**src/rtl/serial_loader_pkg.sv**
```systemverilog
// constants for the serial program loader
`default_nettype none
package serial_loader_pkg;
    // clock and timing
    localparam int CLK_MHZ = 25;
    localparam int EEPROM_BYTE_WRITE_DELAY_US = 4000;
    localparam int EEPROM_WRITE_CYCLES = EEPROM_BYTE_WRITE_DELAY_US * CLK_MHZ;
    localparam int POR_SAMPLE_CYCLES = 2;
    // instruction codes, bytes 1 and 2
    localparam logic [7:0] OPC_ENABLE_ERASE = 8'hAC;
    localparam logic [7:0] OPC_ENABLE_ECHO = 8'h53;
    localparam logic [7:0] OPC_READ_EE = 8'hA0;
    localparam logic [7:0] OPC_WRITE_EE = 8'hC0;
    localparam logic [7:0] OPC_WRITE_PAGE = 8'h4C;
    localparam logic [7:0] OPC_READ_LOCK = 8'h58;
    localparam logic [7:0] OPC_READ_FUSE = 8'h50;
    localparam logic [7:0] OPC_READ_SIG = 8'h30;
    localparam logic [3:0] OPC_READ_FLASH_HI = 4'h2;
    localparam logic [3:0] OPC_LOAD_PAGE_HI = 4'h4;
    localparam logic [2:0] OPC_ERASE_B2 = 3'b100;
    localparam logic [4:0] OPC_LOCK_B2 = 5'h1F;
    localparam logic [3:0] OPC_FUSE_B2 = 4'hB;
    // fuse and lock state, zero means programmed
    localparam logic [2:0] FUSE_RESET = 3'h7;
    localparam logic [1:0] LOCK_RESET = 2'h3;
    localparam logic [7:0] SIG_BYTE0 = 8'h11; // arbitrary value
    localparam logic [7:0] SIG_BYTE1 = 8'h22; // arbitrary value
    localparam logic [7:0] SIG_BYTE2 = 8'h33; // arbitrary value
    // register map, byte addresses
    localparam logic [3:0] REG_STATUS = 4'h0;
    localparam logic [3:0] REG_POLL = 4'h4;
    localparam logic [3:0] REG_FUSE_LOCK = 4'h8;
    localparam logic [7:0] ERASE_POLL_RESET = 8'hFF;
    localparam logic [7:0] WRITE_POLL_RESET = 8'h7F;
    // memory port operations
    typedef enum logic [2:0] {
        OP_READ_FLASH = 3'h0,
        OP_LOAD_PAGE = 3'h1,
        OP_WRITE_PAGE = 3'h2,
        OP_READ_EE = 3'h3,
        OP_WRITE_EE = 3'h4,
        OP_CHIP_ERASE = 3'h5
    } mem_op_t;
    // eeprom write progress
    typedef enum logic [2:0] {
        EE_IDLE = 3'b001,
        EE_ERASE = 3'b010,
        EE_WRITE = 3'b100
    } ee_phase_t;
endpackage : serial_loader_pkg
`default_nettype wire

```
**src/rtl/serial_program_loader.sv**
```systemverilog
// serial in-system programming port with avalon status slave
// Behaviour
// - sample input on rise, shift output on fall
// - power-on select pin level caught once
// - echo byte two during byte three
// - page buffer loaded by low, committed high
// - eeprom reads of the address being written return poll values while busy
// - no polling indication for flash writes
// - data output always driven in session
// - programming enable decoded, only in session
// - chip erase clears flash, eeprom, locks
// - flash read returns selected byte
// - page load and page write formats
// - eeprom read and write formats
// - lock and fuse read and write
// - refuse commands until enable executed
`default_nettype none
module serial_program_loader #(
    parameter int EE_WRITE_CYCLES = serial_loader_pkg::EEPROM_WRITE_CYCLES
) (
    // clock and reset
    input wire logic CLK_IN,
    input wire logic RST_IN,
    // serial programming pins
    input wire logic SERIAL_PROG_CLOCK_IN,
    input wire logic SERIAL_PROG_DATA_IN,
    input wire logic TARGET_RESET_N_IN,
    input wire logic POWER_ON_PROGRAM_SELECT_PIN_N_IN,
    output logic SERIAL_PROG_DATA_OUT,
    // memory array port
    output logic MEM_REQ_OUT,
    output logic [2:0] MEM_OP_OUT,
    output logic [15:0] MEM_ADDR_OUT,
    output logic [7:0] MEM_WDATA_OUT,
    output logic MEM_HIGH_OUT,
    input wire logic [7:0] MEM_RDATA_IN,
    // avalon-mm slave
    input wire logic [3:0] AVS_ADDRESS_IN,
    input wire logic AVS_READ_IN,
    input wire logic AVS_WRITE_IN,
    input wire logic [31:0] AVS_WRITEDATA_IN,
    input wire logic [3:0] AVS_BYTEENABLE_IN,
    output logic [31:0] AVS_READDATA_OUT,
    output logic AVS_WAITREQUEST_OUT
);
    localparam logic [16:0] EE_TOTAL = 17'(EE_WRITE_CYCLES);
    localparam logic [16:0] EE_HALF = 17'(EE_WRITE_CYCLES / 2);

    logic sck_s1, sck_s2, sck_s3, pdi_s1, pdi_s2, rstp_s1, rstp_s2, pen_s1, pen_s2;
    logic [1:0] por_cnt;
    logic por_done, pen_mode, session, rise, fall;
    logic [4:0] bit_cnt;
    logic [31:0] shreg, next_shift;
    logic [7:0] out_byte;
    logic prog_en, rd_pending;
    logic [2:0] fuse;
    logic [1:0] lock;
    logic [7:0] erase_poll, write_poll;
    logic [11:0] ee_addr;
    logic [16:0] ee_cnt;
    serial_loader_pkg::ee_phase_t ee_phase;
    logic ack;
    logic [7:0] c1, c2, c3, b1, b2, b3, b4;
    logic at_read, at_exec, is_pe, is_erase, is_lock_w, is_fuse_w;
    logic is_load, is_wpage, is_wee, is_ree, is_rflash, ee_hit;

    // input synchronisers
    always_ff @(posedge CLK_IN or posedge RST_IN) begin
        if (RST_IN) begin
            sck_s1 <= 1'b0;
            sck_s2 <= 1'b0;
            sck_s3 <= 1'b0;
            pdi_s1 <= 1'b0;
            pdi_s2 <= 1'b0;
            rstp_s1 <= 1'b1;
            rstp_s2 <= 1'b1;
            pen_s1 <= 1'b1;
            pen_s2 <= 1'b1;
        end else begin
            sck_s1 <= SERIAL_PROG_CLOCK_IN;
            sck_s2 <= sck_s1;
            sck_s3 <= sck_s2;
            pdi_s1 <= SERIAL_PROG_DATA_IN;
            pdi_s2 <= pdi_s1;
            rstp_s1 <= TARGET_RESET_N_IN;
            rstp_s2 <= rstp_s1;
            pen_s1 <= POWER_ON_PROGRAM_SELECT_PIN_N_IN;
            pen_s2 <= pen_s1;
        end
    end

    assign rise = sck_s2 & ~sck_s3;
    assign fall = ~sck_s2 & sck_s3;

    // power-on select pin caught once after release
    always_ff @(posedge CLK_IN or posedge RST_IN) begin
        if (RST_IN) begin
            por_cnt <= 2'h0;
            por_done <= 1'b0;
            pen_mode <= 1'b0;
        end else if (!por_done) begin
            por_cnt <= por_cnt + 2'h1;
            if (por_cnt == 2'(serial_loader_pkg::POR_SAMPLE_CYCLES)) begin
                por_done <= 1'b1;
                pen_mode <= ~pen_s2;
            end
        end
    end

    assign session = por_done & (pen_mode | ~rstp_s2);

    // instruction decode
    assign next_shift = {shreg[30:0], pdi_s2};
    assign c1 = next_shift[23:16];
    assign c2 = next_shift[15:8];
    assign c3 = next_shift[7:0];
    assign b1 = next_shift[31:24];
    assign b2 = next_shift[23:16];
    assign b3 = next_shift[15:8];
    assign b4 = next_shift[7:0];
    assign at_read = session & rise & (bit_cnt == 5'h17) & prog_en;
    assign at_exec = session & rise & (bit_cnt == 5'h1F);
    assign is_pe = (b1 == serial_loader_pkg::OPC_ENABLE_ERASE)
        & (b2 == serial_loader_pkg::OPC_ENABLE_ECHO);
    assign is_erase = (b1 == serial_loader_pkg::OPC_ENABLE_ERASE)
        & (b2[7:5] == serial_loader_pkg::OPC_ERASE_B2);
    assign is_lock_w = (b1 == serial_loader_pkg::OPC_ENABLE_ERASE)
        & (b2[7:3] == serial_loader_pkg::OPC_LOCK_B2) & b2[0];
    assign is_fuse_w = (b1 == serial_loader_pkg::OPC_ENABLE_ERASE)
        & (b2[7:4] == serial_loader_pkg::OPC_FUSE_B2);
    assign is_load = (b1[7:4] == serial_loader_pkg::OPC_LOAD_PAGE_HI)
        & (b1[2:0] == 3'h0);
    assign is_wpage = (b1 == serial_loader_pkg::OPC_WRITE_PAGE);
    assign is_wee = (b1 == serial_loader_pkg::OPC_WRITE_EE);
    assign is_ree = (c1 == serial_loader_pkg::OPC_READ_EE);
    assign is_rflash = (c1[7:4] == serial_loader_pkg::OPC_READ_FLASH_HI)
        & (c1[2:0] == 3'h0);
    assign ee_hit = (ee_phase != serial_loader_pkg::EE_IDLE)
        & ({c2[3:0], c3} == ee_addr);

    // bit counter and shift register
    always_ff @(posedge CLK_IN or posedge RST_IN) begin
        if (RST_IN) begin
            bit_cnt <= 5'h0;
            shreg <= 32'h0;
        end else if (!session) begin
            bit_cnt <= 5'h0;
        end else if (rise) begin
            bit_cnt <= bit_cnt + 5'h1;
            shreg <= next_shift;
        end
    end

    // programming enable flag
    always_ff @(posedge CLK_IN or posedge RST_IN) begin
        if (RST_IN) begin
            prog_en <= 1'b0;
        end else if (!session) begin
            prog_en <= 1'b0;
        end else if (at_exec && is_pe) begin
            prog_en <= 1'b1;
        end
    end

    // read-back byte
    always_ff @(posedge CLK_IN or posedge RST_IN) begin
        if (RST_IN) begin
            out_byte <= 8'h0;
            rd_pending <= 1'b0;
        end else begin
            rd_pending <= 1'b0;
            if (rd_pending) begin
                out_byte <= MEM_RDATA_IN;
            end else if (session && rise && bit_cnt == 5'h0F) begin
                out_byte <= c3;
            end else if (at_read) begin
                if (is_ree && ee_hit) begin
                    out_byte <= (ee_phase == serial_loader_pkg::EE_ERASE) ?
                        erase_poll : write_poll;
                end else if (is_ree || is_rflash) begin
                    rd_pending <= 1'b1;
                end else if (c1 == serial_loader_pkg::OPC_READ_LOCK) begin
                    out_byte <= {5'h1F, lock, 1'b1};
                end else if (c1 == serial_loader_pkg::OPC_READ_FUSE) begin
                    out_byte <= {3'h7, 1'b1, fuse[2], 1'b1, fuse[1:0]};
                end else if (c1 == serial_loader_pkg::OPC_READ_SIG) begin
                    unique case (c3[1:0])
                        2'h0: out_byte <= serial_loader_pkg::SIG_BYTE0;
                        2'h1: out_byte <= serial_loader_pkg::SIG_BYTE1;
                        default: out_byte <= serial_loader_pkg::SIG_BYTE2;
                    endcase
                end else begin
                    out_byte <= 8'h0;
                end
            end else if (session && rise && bit_cnt == 5'h17) begin
                out_byte <= 8'h0;
            end else if (at_exec) begin
                out_byte <= 8'h0;
            end
        end
    end

    // serial output, always driven
    always_ff @(posedge CLK_IN or posedge RST_IN) begin
        if (RST_IN) begin
            SERIAL_PROG_DATA_OUT <= 1'b0;
        end else if (fall) begin
            SERIAL_PROG_DATA_OUT <= out_byte[3'h7 - bit_cnt[2:0]];
        end
    end

    // memory port requests
    always_ff @(posedge CLK_IN or posedge RST_IN) begin
        if (RST_IN) begin
            MEM_REQ_OUT <= 1'b0;
            MEM_OP_OUT <= serial_loader_pkg::OP_READ_FLASH;
            MEM_ADDR_OUT <= 16'h0;
            MEM_WDATA_OUT <= 8'h0;
            MEM_HIGH_OUT <= 1'b0;
        end else begin
            MEM_REQ_OUT <= 1'b0;
            if (at_read && is_rflash) begin
                MEM_REQ_OUT <= 1'b1;
                MEM_OP_OUT <= serial_loader_pkg::OP_READ_FLASH;
                MEM_ADDR_OUT <= {c2, c3};
                MEM_HIGH_OUT <= c1[3];
            end else if (at_read && is_ree && !ee_hit) begin
                MEM_REQ_OUT <= 1'b1;
                MEM_OP_OUT <= serial_loader_pkg::OP_READ_EE;
                MEM_ADDR_OUT <= {4'h0, c2[3:0], c3};
            end else if (at_exec && prog_en) begin
                MEM_WDATA_OUT <= b4;
                MEM_HIGH_OUT <= b1[3];
                if (is_load) begin
                    MEM_REQ_OUT <= 1'b1;
                    MEM_OP_OUT <= serial_loader_pkg::OP_LOAD_PAGE;
                    MEM_ADDR_OUT <= {9'h0, b3[6:0]};
                end else if (is_wpage) begin
                    MEM_REQ_OUT <= 1'b1;
                    MEM_OP_OUT <= serial_loader_pkg::OP_WRITE_PAGE;
                    MEM_ADDR_OUT <= {b2, b3[7], 7'h0};
                end else if (is_wee) begin
                    MEM_REQ_OUT <= 1'b1;
                    MEM_OP_OUT <= serial_loader_pkg::OP_WRITE_EE;
                    MEM_ADDR_OUT <= {4'h0, b2[3:0], b3};
                end else if (is_erase) begin
                    MEM_REQ_OUT <= 1'b1;
                    MEM_OP_OUT <= serial_loader_pkg::OP_CHIP_ERASE;
                end
            end
        end
    end

    // eeprom write progress for polling
    always_ff @(posedge CLK_IN or posedge RST_IN) begin
        if (RST_IN) begin
            ee_phase <= serial_loader_pkg::EE_IDLE;
            ee_cnt <= 17'h0;
            ee_addr <= 12'h0;
        end else if (at_exec && prog_en && is_wee) begin
            ee_phase <= serial_loader_pkg::EE_ERASE;
            ee_cnt <= 17'h0;
            ee_addr <= {b2[3:0], b3};
        end else begin
            unique case (ee_phase)
                serial_loader_pkg::EE_IDLE: ee_cnt <= 17'h0;
                serial_loader_pkg::EE_ERASE: begin
                    ee_cnt <= ee_cnt + 17'h1;
                    if (ee_cnt >= EE_HALF) begin
                        ee_phase <= serial_loader_pkg::EE_WRITE;
                    end
                end
                serial_loader_pkg::EE_WRITE: begin
                    ee_cnt <= ee_cnt + 17'h1;
                    if (ee_cnt >= EE_TOTAL) begin
                        ee_phase <= serial_loader_pkg::EE_IDLE;
                    end
                end
                default: ee_phase <= serial_loader_pkg::EE_IDLE;
            endcase
        end
    end

    // lock and fuse bits
    always_ff @(posedge CLK_IN or posedge RST_IN) begin
        if (RST_IN) begin
            lock <= serial_loader_pkg::LOCK_RESET;
            fuse <= serial_loader_pkg::FUSE_RESET;
        end else if (at_exec && prog_en) begin
            if (is_erase) begin
                lock <= serial_loader_pkg::LOCK_RESET;
            end else if (is_lock_w) begin
                lock <= lock & b2[2:1];
            end else if (is_fuse_w) begin
                fuse <= {b2[3], b2[1:0]};
            end
        end
    end

    // avalon slave, one wait cycle per access
    assign AVS_WAITREQUEST_OUT = (AVS_READ_IN | AVS_WRITE_IN) & ~ack;

    always_ff @(posedge CLK_IN or posedge RST_IN) begin
        if (RST_IN) begin
            ack <= 1'b0;
            AVS_READDATA_OUT <= 32'h0;
        end else begin
            ack <= (AVS_READ_IN | AVS_WRITE_IN) & ~ack;
            if (AVS_READ_IN && !ack) begin
                unique case (AVS_ADDRESS_IN)
                    serial_loader_pkg::REG_STATUS: AVS_READDATA_OUT <= {28'h0,
                        ee_phase != serial_loader_pkg::EE_IDLE, pen_mode, prog_en, session};
                    serial_loader_pkg::REG_POLL:
                        AVS_READDATA_OUT <= {16'h0, write_poll, erase_poll};
                    serial_loader_pkg::REG_FUSE_LOCK:
                        AVS_READDATA_OUT <= {22'h0, lock, 5'h0, fuse};
                    default: AVS_READDATA_OUT <= 32'h0;
                endcase
            end
        end
    end

    always_ff @(posedge CLK_IN or posedge RST_IN) begin
        if (RST_IN) begin
            erase_poll <= serial_loader_pkg::ERASE_POLL_RESET;
            write_poll <= serial_loader_pkg::WRITE_POLL_RESET;
        end else if (AVS_WRITE_IN && ack && AVS_ADDRESS_IN == serial_loader_pkg::REG_POLL) begin
            if (AVS_BYTEENABLE_IN[0]) begin
                erase_poll <= AVS_WRITEDATA_IN[7:0];
            end
            if (AVS_BYTEENABLE_IN[1]) begin
                write_poll <= AVS_WRITEDATA_IN[15:8];
            end
        end
    end
endmodule : serial_program_loader
`default_nettype wire

```
**config.mk**
```make
export PLATFORM = sky130hd
export DESIGN_NAME = serial_program_loader
export DESIGN_NICKNAME = d
export VERILOG_FILES = /design/src/rtl/serial_loader_pkg.sv /design/src/rtl/serial_program_loader.sv
export SDC_FILE = /design/constraint.sdc
export NUM_CORES = 1
export LEC_CHECK = 0
export BUFFER_PORTS_ARGS = -buffer_cell sky130_fd_sc_hd__buf_2
export CORE_MARGIN = 2
export CORE_UTILIZATION = 52
export DETAILED_ROUTE_END_ITERATION = 6
export PLACE_DENSITY = 0.78
export SYNTH_ARGS = -nofsm -noshare
export SYNTH_HDL_FRONTEND = slang
export SYNTH_SLANG_ARGS = --single-unit
```
**constraint.sdc**
```tcl
create_clock -name CLK_IN -period 4.6 [get_ports CLK_IN]
set_clock_uncertainty 0.05 [all_clocks]
set_input_delay 0.46 -clock CLK_IN [delete_from_list [all_inputs] [get_ports CLK_IN]]
set_output_delay 0.46 -clock CLK_IN [all_outputs]
set_load 0.02 [all_outputs]
```
# After elaboration in Yosys (flattened, before gate mapping)
# Index checks and enable logic that the tools add are counted.
# totals
in_bits	56
ff_bits	175
# op_classes
eq_ne	32
mux	57
bitwise	29
magnitude_cmp	3
addsub	4
reduce_logical	40
# ops
op	n
16-bit two-way mux	6
8-bit two-way mux	11
16-bit case mux with 3 select lines	1
17-bit case mux with 2 select lines	1
8-bit by 7-bit equality test with 1-bit output (second input constant)	4
3-bit two-way mux	10
8-bit equality test (second input constant)	3
1-bit two-way mux	20
2-bit AND reduction	9
17-bit by 1-bit adder with 17-bit output (second input constant)	1
17-bit by 16-bit greater-or-equal comparator with 1-bit output (second input constant)	1
17-bit greater-or-equal comparator (second input constant)	1
17-bit two-way mux	1
1-bit AND	16
5-bit equality test (second input constant)	3
1-bit logical AND	13
12-bit equality test	1
6-bit case mux with 2 select lines	1
5-bit two-way mux	2
1-bit NOT	10
5-bit nonzero test	2
3-bit case mux with 3 select lines	1
4-bit by 3-bit equality test with 1-bit output (second input constant)	2
4-bit equality test (second input constant)	2
32 further kinds	43

# Longest topological paths before layout
# logic_depth
ltp_word	10
mapped_depth	11
depth_no_buf	9

# Least setup slack after synthesis
# No wires, ideal clock.
# synth_path
path_type	reg-to-reg
start	register bit_cnt[0]
end	register MEM_OP_OUT[0]
t_required_ns	4.423
arrival_ns	2.342
synth_period_minus_slack_ns	2.519
setup_time_ns	0.127
slack_ns	2.081
n_path_buf	1
stages_incl_launch_ff	10
path_cell_list	dfrtp_1 > ha_1 > and3_1 > ha_1 > and2_1 > nand4_2 > or3_1 > buf_2 > and2_1 > a311o_1
# synth_via
elab_chain_len	7
elab_cells_between_ends	14
classes_between	eq/ne (2); mux (2); bitwise (3); reduce/logical (7)
# synth_rtl
element	line_no	rtl
from (decl)	serial_program_loader.sv:52	logic [4:0] bit_cnt;
from (signal assigned)	serial_program_loader.sv:149	bit_cnt <= bit_cnt + 5'h1;
5-bit equality test	serial_program_loader.sv:121	assign at_read = session & rise & (bit_cnt == 5'h17) & prog_en;
1-bit AND (2 in series)	serial_program_loader.sv:121	
1-bit logical AND (2 in series)	serial_program_loader.sv:227	end else if (at_read && is_ree && !ee_hit) begin
6-bit nonzero test (no source line), or another cell as far along	--	
2-bit AND reduction (no source line) or 3-bit two-way mux (tied branches)	--	
to (signal assigned)	serial_program_loader.sv:224	MEM_OP_OUT <= serial_loader_pkg::OP_READ_FLASH;
to (signal assigned)	serial_program_loader.sv:229	MEM_OP_OUT <= serial_loader_pkg::OP_READ_EE;
to (signal assigned)	serial_program_loader.sv:236	MEM_OP_OUT <= serial_loader_pkg::OP_LOAD_PAGE;
to (decl)	serial_program_loader.sv:32	output logic [2:0] MEM_OP_OUT,
# Several ways; a longest one is shown, not always the timed one.
# A chain may end at the register's enable or synchronous reset.

# Worst setup path after layout
# layout_path
start	register sck_s3
end	register MEM_ADDR_OUT[0]
# layout_via
elab_chain_len	9
elab_cells_between_ends	15
classes_between	mux (2); bitwise (6); reduce/logical (7)
# layout_rtl
element	line_no	rtl
from (decl)	serial_program_loader.sv:49	logic sck_s1, sck_s2, sck_s3, pdi_s1, pdi_s2, rstp_s1, rstp_s2, pen_s1, pen_s2;
from (signal assigned)	serial_program_loader.sv:82	sck_s3 <= sck_s2;
1-bit NOT (*)	serial_program_loader.sv:92	assign rise = sck_s2 & ~sck_s3;
1-bit AND (*)	serial_program_loader.sv:92	
1-bit AND (*)	serial_program_loader.sv:121, serial_program_loader.sv:122	
1-bit AND (2 in series)	serial_program_loader.sv:121	
1-bit logical AND (2 in series)	serial_program_loader.sv:227	
5-bit nonzero test (no source line), or another cell as far along	--	
2-bit AND reduction (no source line) or 16-bit two-way mux (tied branches)	--	
to (signal assigned)	serial_program_loader.sv:225	MEM_ADDR_OUT <= {c2, c3};
to (signal assigned)	serial_program_loader.sv:230	MEM_ADDR_OUT <= {4'h0, c2[3:0], c3};
to (signal assigned)	serial_program_loader.sv:237	MEM_ADDR_OUT <= {9'h0, b3[6:0]};
to (decl)	serial_program_loader.sv:33	output logic [15:0] MEM_ADDR_OUT,
# Mark *: on every way between the ends. The rest lies on a longest branch, timed or not.

==> flow_metrics.env <==
export IMPL_drv_cap=0
export IMPL_synth_edf_count=0
export IMPL_dp_hpwl_um=12100
export IMPL_fp_coreArea_um2=14600
export IMPL_vias_per_cell=5.85
export IMPL_drtAntennaViolNets=0
export IMPL_post_cts_setup_buffers=0
export IMPL_rsz0062_at_grt="no"
export IMPL_final_setup_worst_slack_ns=1.27
export IMPL_grtUsageTotal_pct=23.1
export IMPL_rows=44
export IMPL_cts_resized=0
export IMPL_grt_use_met3_pct=5.06
export IMPL_worstMarginPinSlew_ns=0.850
export IMPL_critPathKind="reg -> reg"
export IMPL_yosysUniqueCellTypes=70
export IMPL_final_hold_viol_count=0
export IMPL_finalSetupTns_ns=0
export IMPL_ys_ff_latch=159
export IMPL_synth_main_ff_cell="dfrtp_1"
export IMPL_fp_dieH_um=127
export IMPL_drive_gt1_share_pct=29.1
export IMPL_clk_pin_slew_ns=0.06
export IMPL_gr_usage_met2_pct=34.5
export IMPL_place_area_um2=8320
export IMPL_avgSynthCellArea_um2=10.9
export IMPL_initial_core_util_pct=53.5
export IMPL_stdcell_count=995
export IMPL_finalPower_mw=3.26
export IMPL_port_buffers=84
export IMPL_cp_end_kind="register"
export IMPL_final_nets=860
export IMPL_htreeDepth=4
export IMPL_hold_class="in -> reg"
export IMPL_syn2layout_area_growth_pct=13.4
export IMPL_dp_cells=963
export IMPL_drt_iter0_drc=555
export IMPL_place_gp_congestion=0.859
export IMPL_status="complete, no violations"
export IMPL_power_per_cell_area_nw_per_um2=367
export IMPL_slew_viol_final=0
export IMPL_ir_drop_mv=0.275
export IMPL_crit_buf_inv=1
export IMPL_final_seq_area_um2=4010
export IMPL_post_route_util_pct=60.7
export IMPL_netlist_instances=722
export IMPL_fin_area_um2=8890
export IMPL_path_max_fanout=15
export IMPL_period_minus_slack_ns=3.33
export IMPL_wl_per_cell_um=17.8
export IMPL_dr_total_vias=5825
export IMPL_first_global_vias=5622
export IMPL_cp_data_arrival_time_ns=3.59
export IMPL_cts_tree="built"
export IMPL_drc_errors=0
export IMPL_met1_usage_pct=33.8
export IMPL_dp_slack_ns=1.31
export IMPL_die_w_um=127
export IMPL_routed_wl_um=17700
export IMPL_syn_cell_area_um2=7840
export IMPL_multiInputGateArea_um2=3520
export IMPL_leakagePower_nw=4.20
export IMPL_cpMaxStageDelayCell="nor2b_1"
export IMPL_cts_hold_buf=0
export IMPL_start_kind="register"
export IMPL_max_stage_delay_ns=0.59
export IMPL_whs_ns=0.0697
export IMPL_dieArea_um2=16100
export IMPL_numCtsBuffers=17
export IMPL_grt_max_degree=160
export IMPL_max_clock_path_buffers=2
export IMPL_grt_antenna_before_repair=0
export IMPL_grt_busiest_layer="met2"
export IMPL_grt_remaining_overflow=0
export IMPL_critical_path_top_delay_family="simple AND/OR/NAND/NOR gates"
export IMPL_crit_chain="nor2b_1 > nand3_2 > buf_4 > nor3_1 > o2111a_2 > nand2b_4 > mux2_2"
export IMPL_timing_final_crit_share_pct=72.4
export IMPL_setup_violations_final=0
export IMPL_synth_async_reset_ratio_pct=100
export IMPL_max_freq_ghz=0.300
export IMPL_ys_seq_area_share_pct=51.2
export IMPL_required_ns=4.86
export IMPL_cts_sinks=159
export IMPL_clock_latency_ns=0.43
export IMPL_grt_pass1_wl_um=29100
export IMPL_nFillCells=1205
export IMPL_cts_root_buf="clkbuf_16"
export IMPL_antenna_cells=0
export IMPL_io_pins=119
export IMPL_relSlewSlack_pct=42.9
export IMPL_ys_warn_count=0
export IMPL_drtPass1Iterations=5
==> cell type report <==
type | instances | area share, %
clock buffer | 21 | 5.07
clock inverter | 11 | 1.32
inverter | 21 | 0.929
multi-input combinational | 509 | 39.6
sequential | 159 | 45.1
tap | 184 | 2.59
timing repair buffer | 90 | 5.38
==> where the power goes <==
group	leakage, nW	switching (mW)	internal, mW
registers	2.06	0.126	1.49
logic	1.86	0.145	0.125
clock network	0.277	0.563	0.808
==> cell usage after synthesis, types with 8 or more instances <==
library cell  count  share of area, %
nand4_1          11              0.88
dfrtp_1         134                43
nor2_1           44               2.1
inv_1            21               1.0
mux2i_1          12               1.5
a22o_1           21               2.3
a221o_1           8               1.0
mux2_2           63               9.1
a31oi_1          11              0.88
buf_4            17               1.6
a21oi_1          27               1.7
nor3_1           18               1.1
dfstp_2          25               8.4
o21ai_0          38               2.4
nand3_1          12              0.77
clkbuf_1         18              0.86
nor3b_1           9              0.86
nand2_1          85               4.1
==> cells by family (layout without fill, tap and decap cells) <==
group                      Yosys count  in the layout  synth area share [%]
buffers and inverters               69            143                  4.63
muxes                               82             82                  12.1
xor gates and xnor gates            14             14                  1.56
AOI/OAI and AO/OA                  145            145                  12.6
other                                1             16                0.0478
DFF                                159            159                  51.2
adders and majority gates            6              6                 0.958
and+or+nand+nor                    246            246                  16.9
==> cells in the final DEF, fill, tap and decap left out, drive strengths merged, types with 4 or more instances in the layout <==
cell type and instances:
clkinv 7, dfrtp 134, nor3 21, a22o 21
a21oi 27, a221o 8, and3 6, nand3 13
nor2 44, nand2 85, mux2i 12, or3 7
buf 90, nand4 13, inv 20, o31ai 5
mux2 68, dfstp 25, xor2 7, nor2b 7
o21a 4, a31oi 11, o21ai 40, ha 6
nor4 10, nor3b 10, clkbuf 21, xnor2 7
conb 16, nand2b 7, nand3b 6, a211o 4
==> sequential cells by signal, summed over array words and instances (netlist names), 2 cells and up <==
name / flops
ee_addr: 12
por_cnt: 2
ee_phase: 3
MEM_WDATA_OUT: 8
fuse: 3
erase_poll: 8
ee_cnt: 17
AVS_READDATA_OUT: 16
lock: 2
bit_cnt: 5
shreg: 31
MEM_OP_OUT: 3
MEM_ADDR_OUT: 16
write_poll: 8
out_byte: 8
==> layer usage <==
layer / vias up / wire length, µm / part of all wire (%)
met3: 28 / 963 / 5.4
met2: 171 / 8140 / 46
met1: 2874 / 8310 / 47
met4: 0 / 328 / 1.8
met5: - / 0 / 0
li1: 2752 / - / -
==> path summary, 6_finish.rpt <==
kind | from | end | slack (ns) | cells after the start
setup reg to reg | sck_s3$_DFF_PP0_ | MEM_ADDR_OUT[0]$_DFFE_PP0P_ | 1.27 | 7
hold reg to reg | rstp_s1$_DFF_PP1_ | rstp_s2$_DFF_PP1_ | 0.31 | 0
setup / recovery | sck_s3$_DFF_PP0_ | MEM_ADDR_OUT[0]$_DFFE_PP0P_ | 1.27 | 7
min in group asynchronous | RST_IN | ee_cnt[1]$_DFFE_PP0P_ | 0.24 | 3
max in group asynchronous | RST_IN | ee_addr[8]$_DFFE_PP0N_ | 3.70 | 3
hold / removal | TARGET_RESET_N_IN | rstp_s1$_DFF_PP1_ | 0.07 | 1
(Power assumes the default switching activity.)
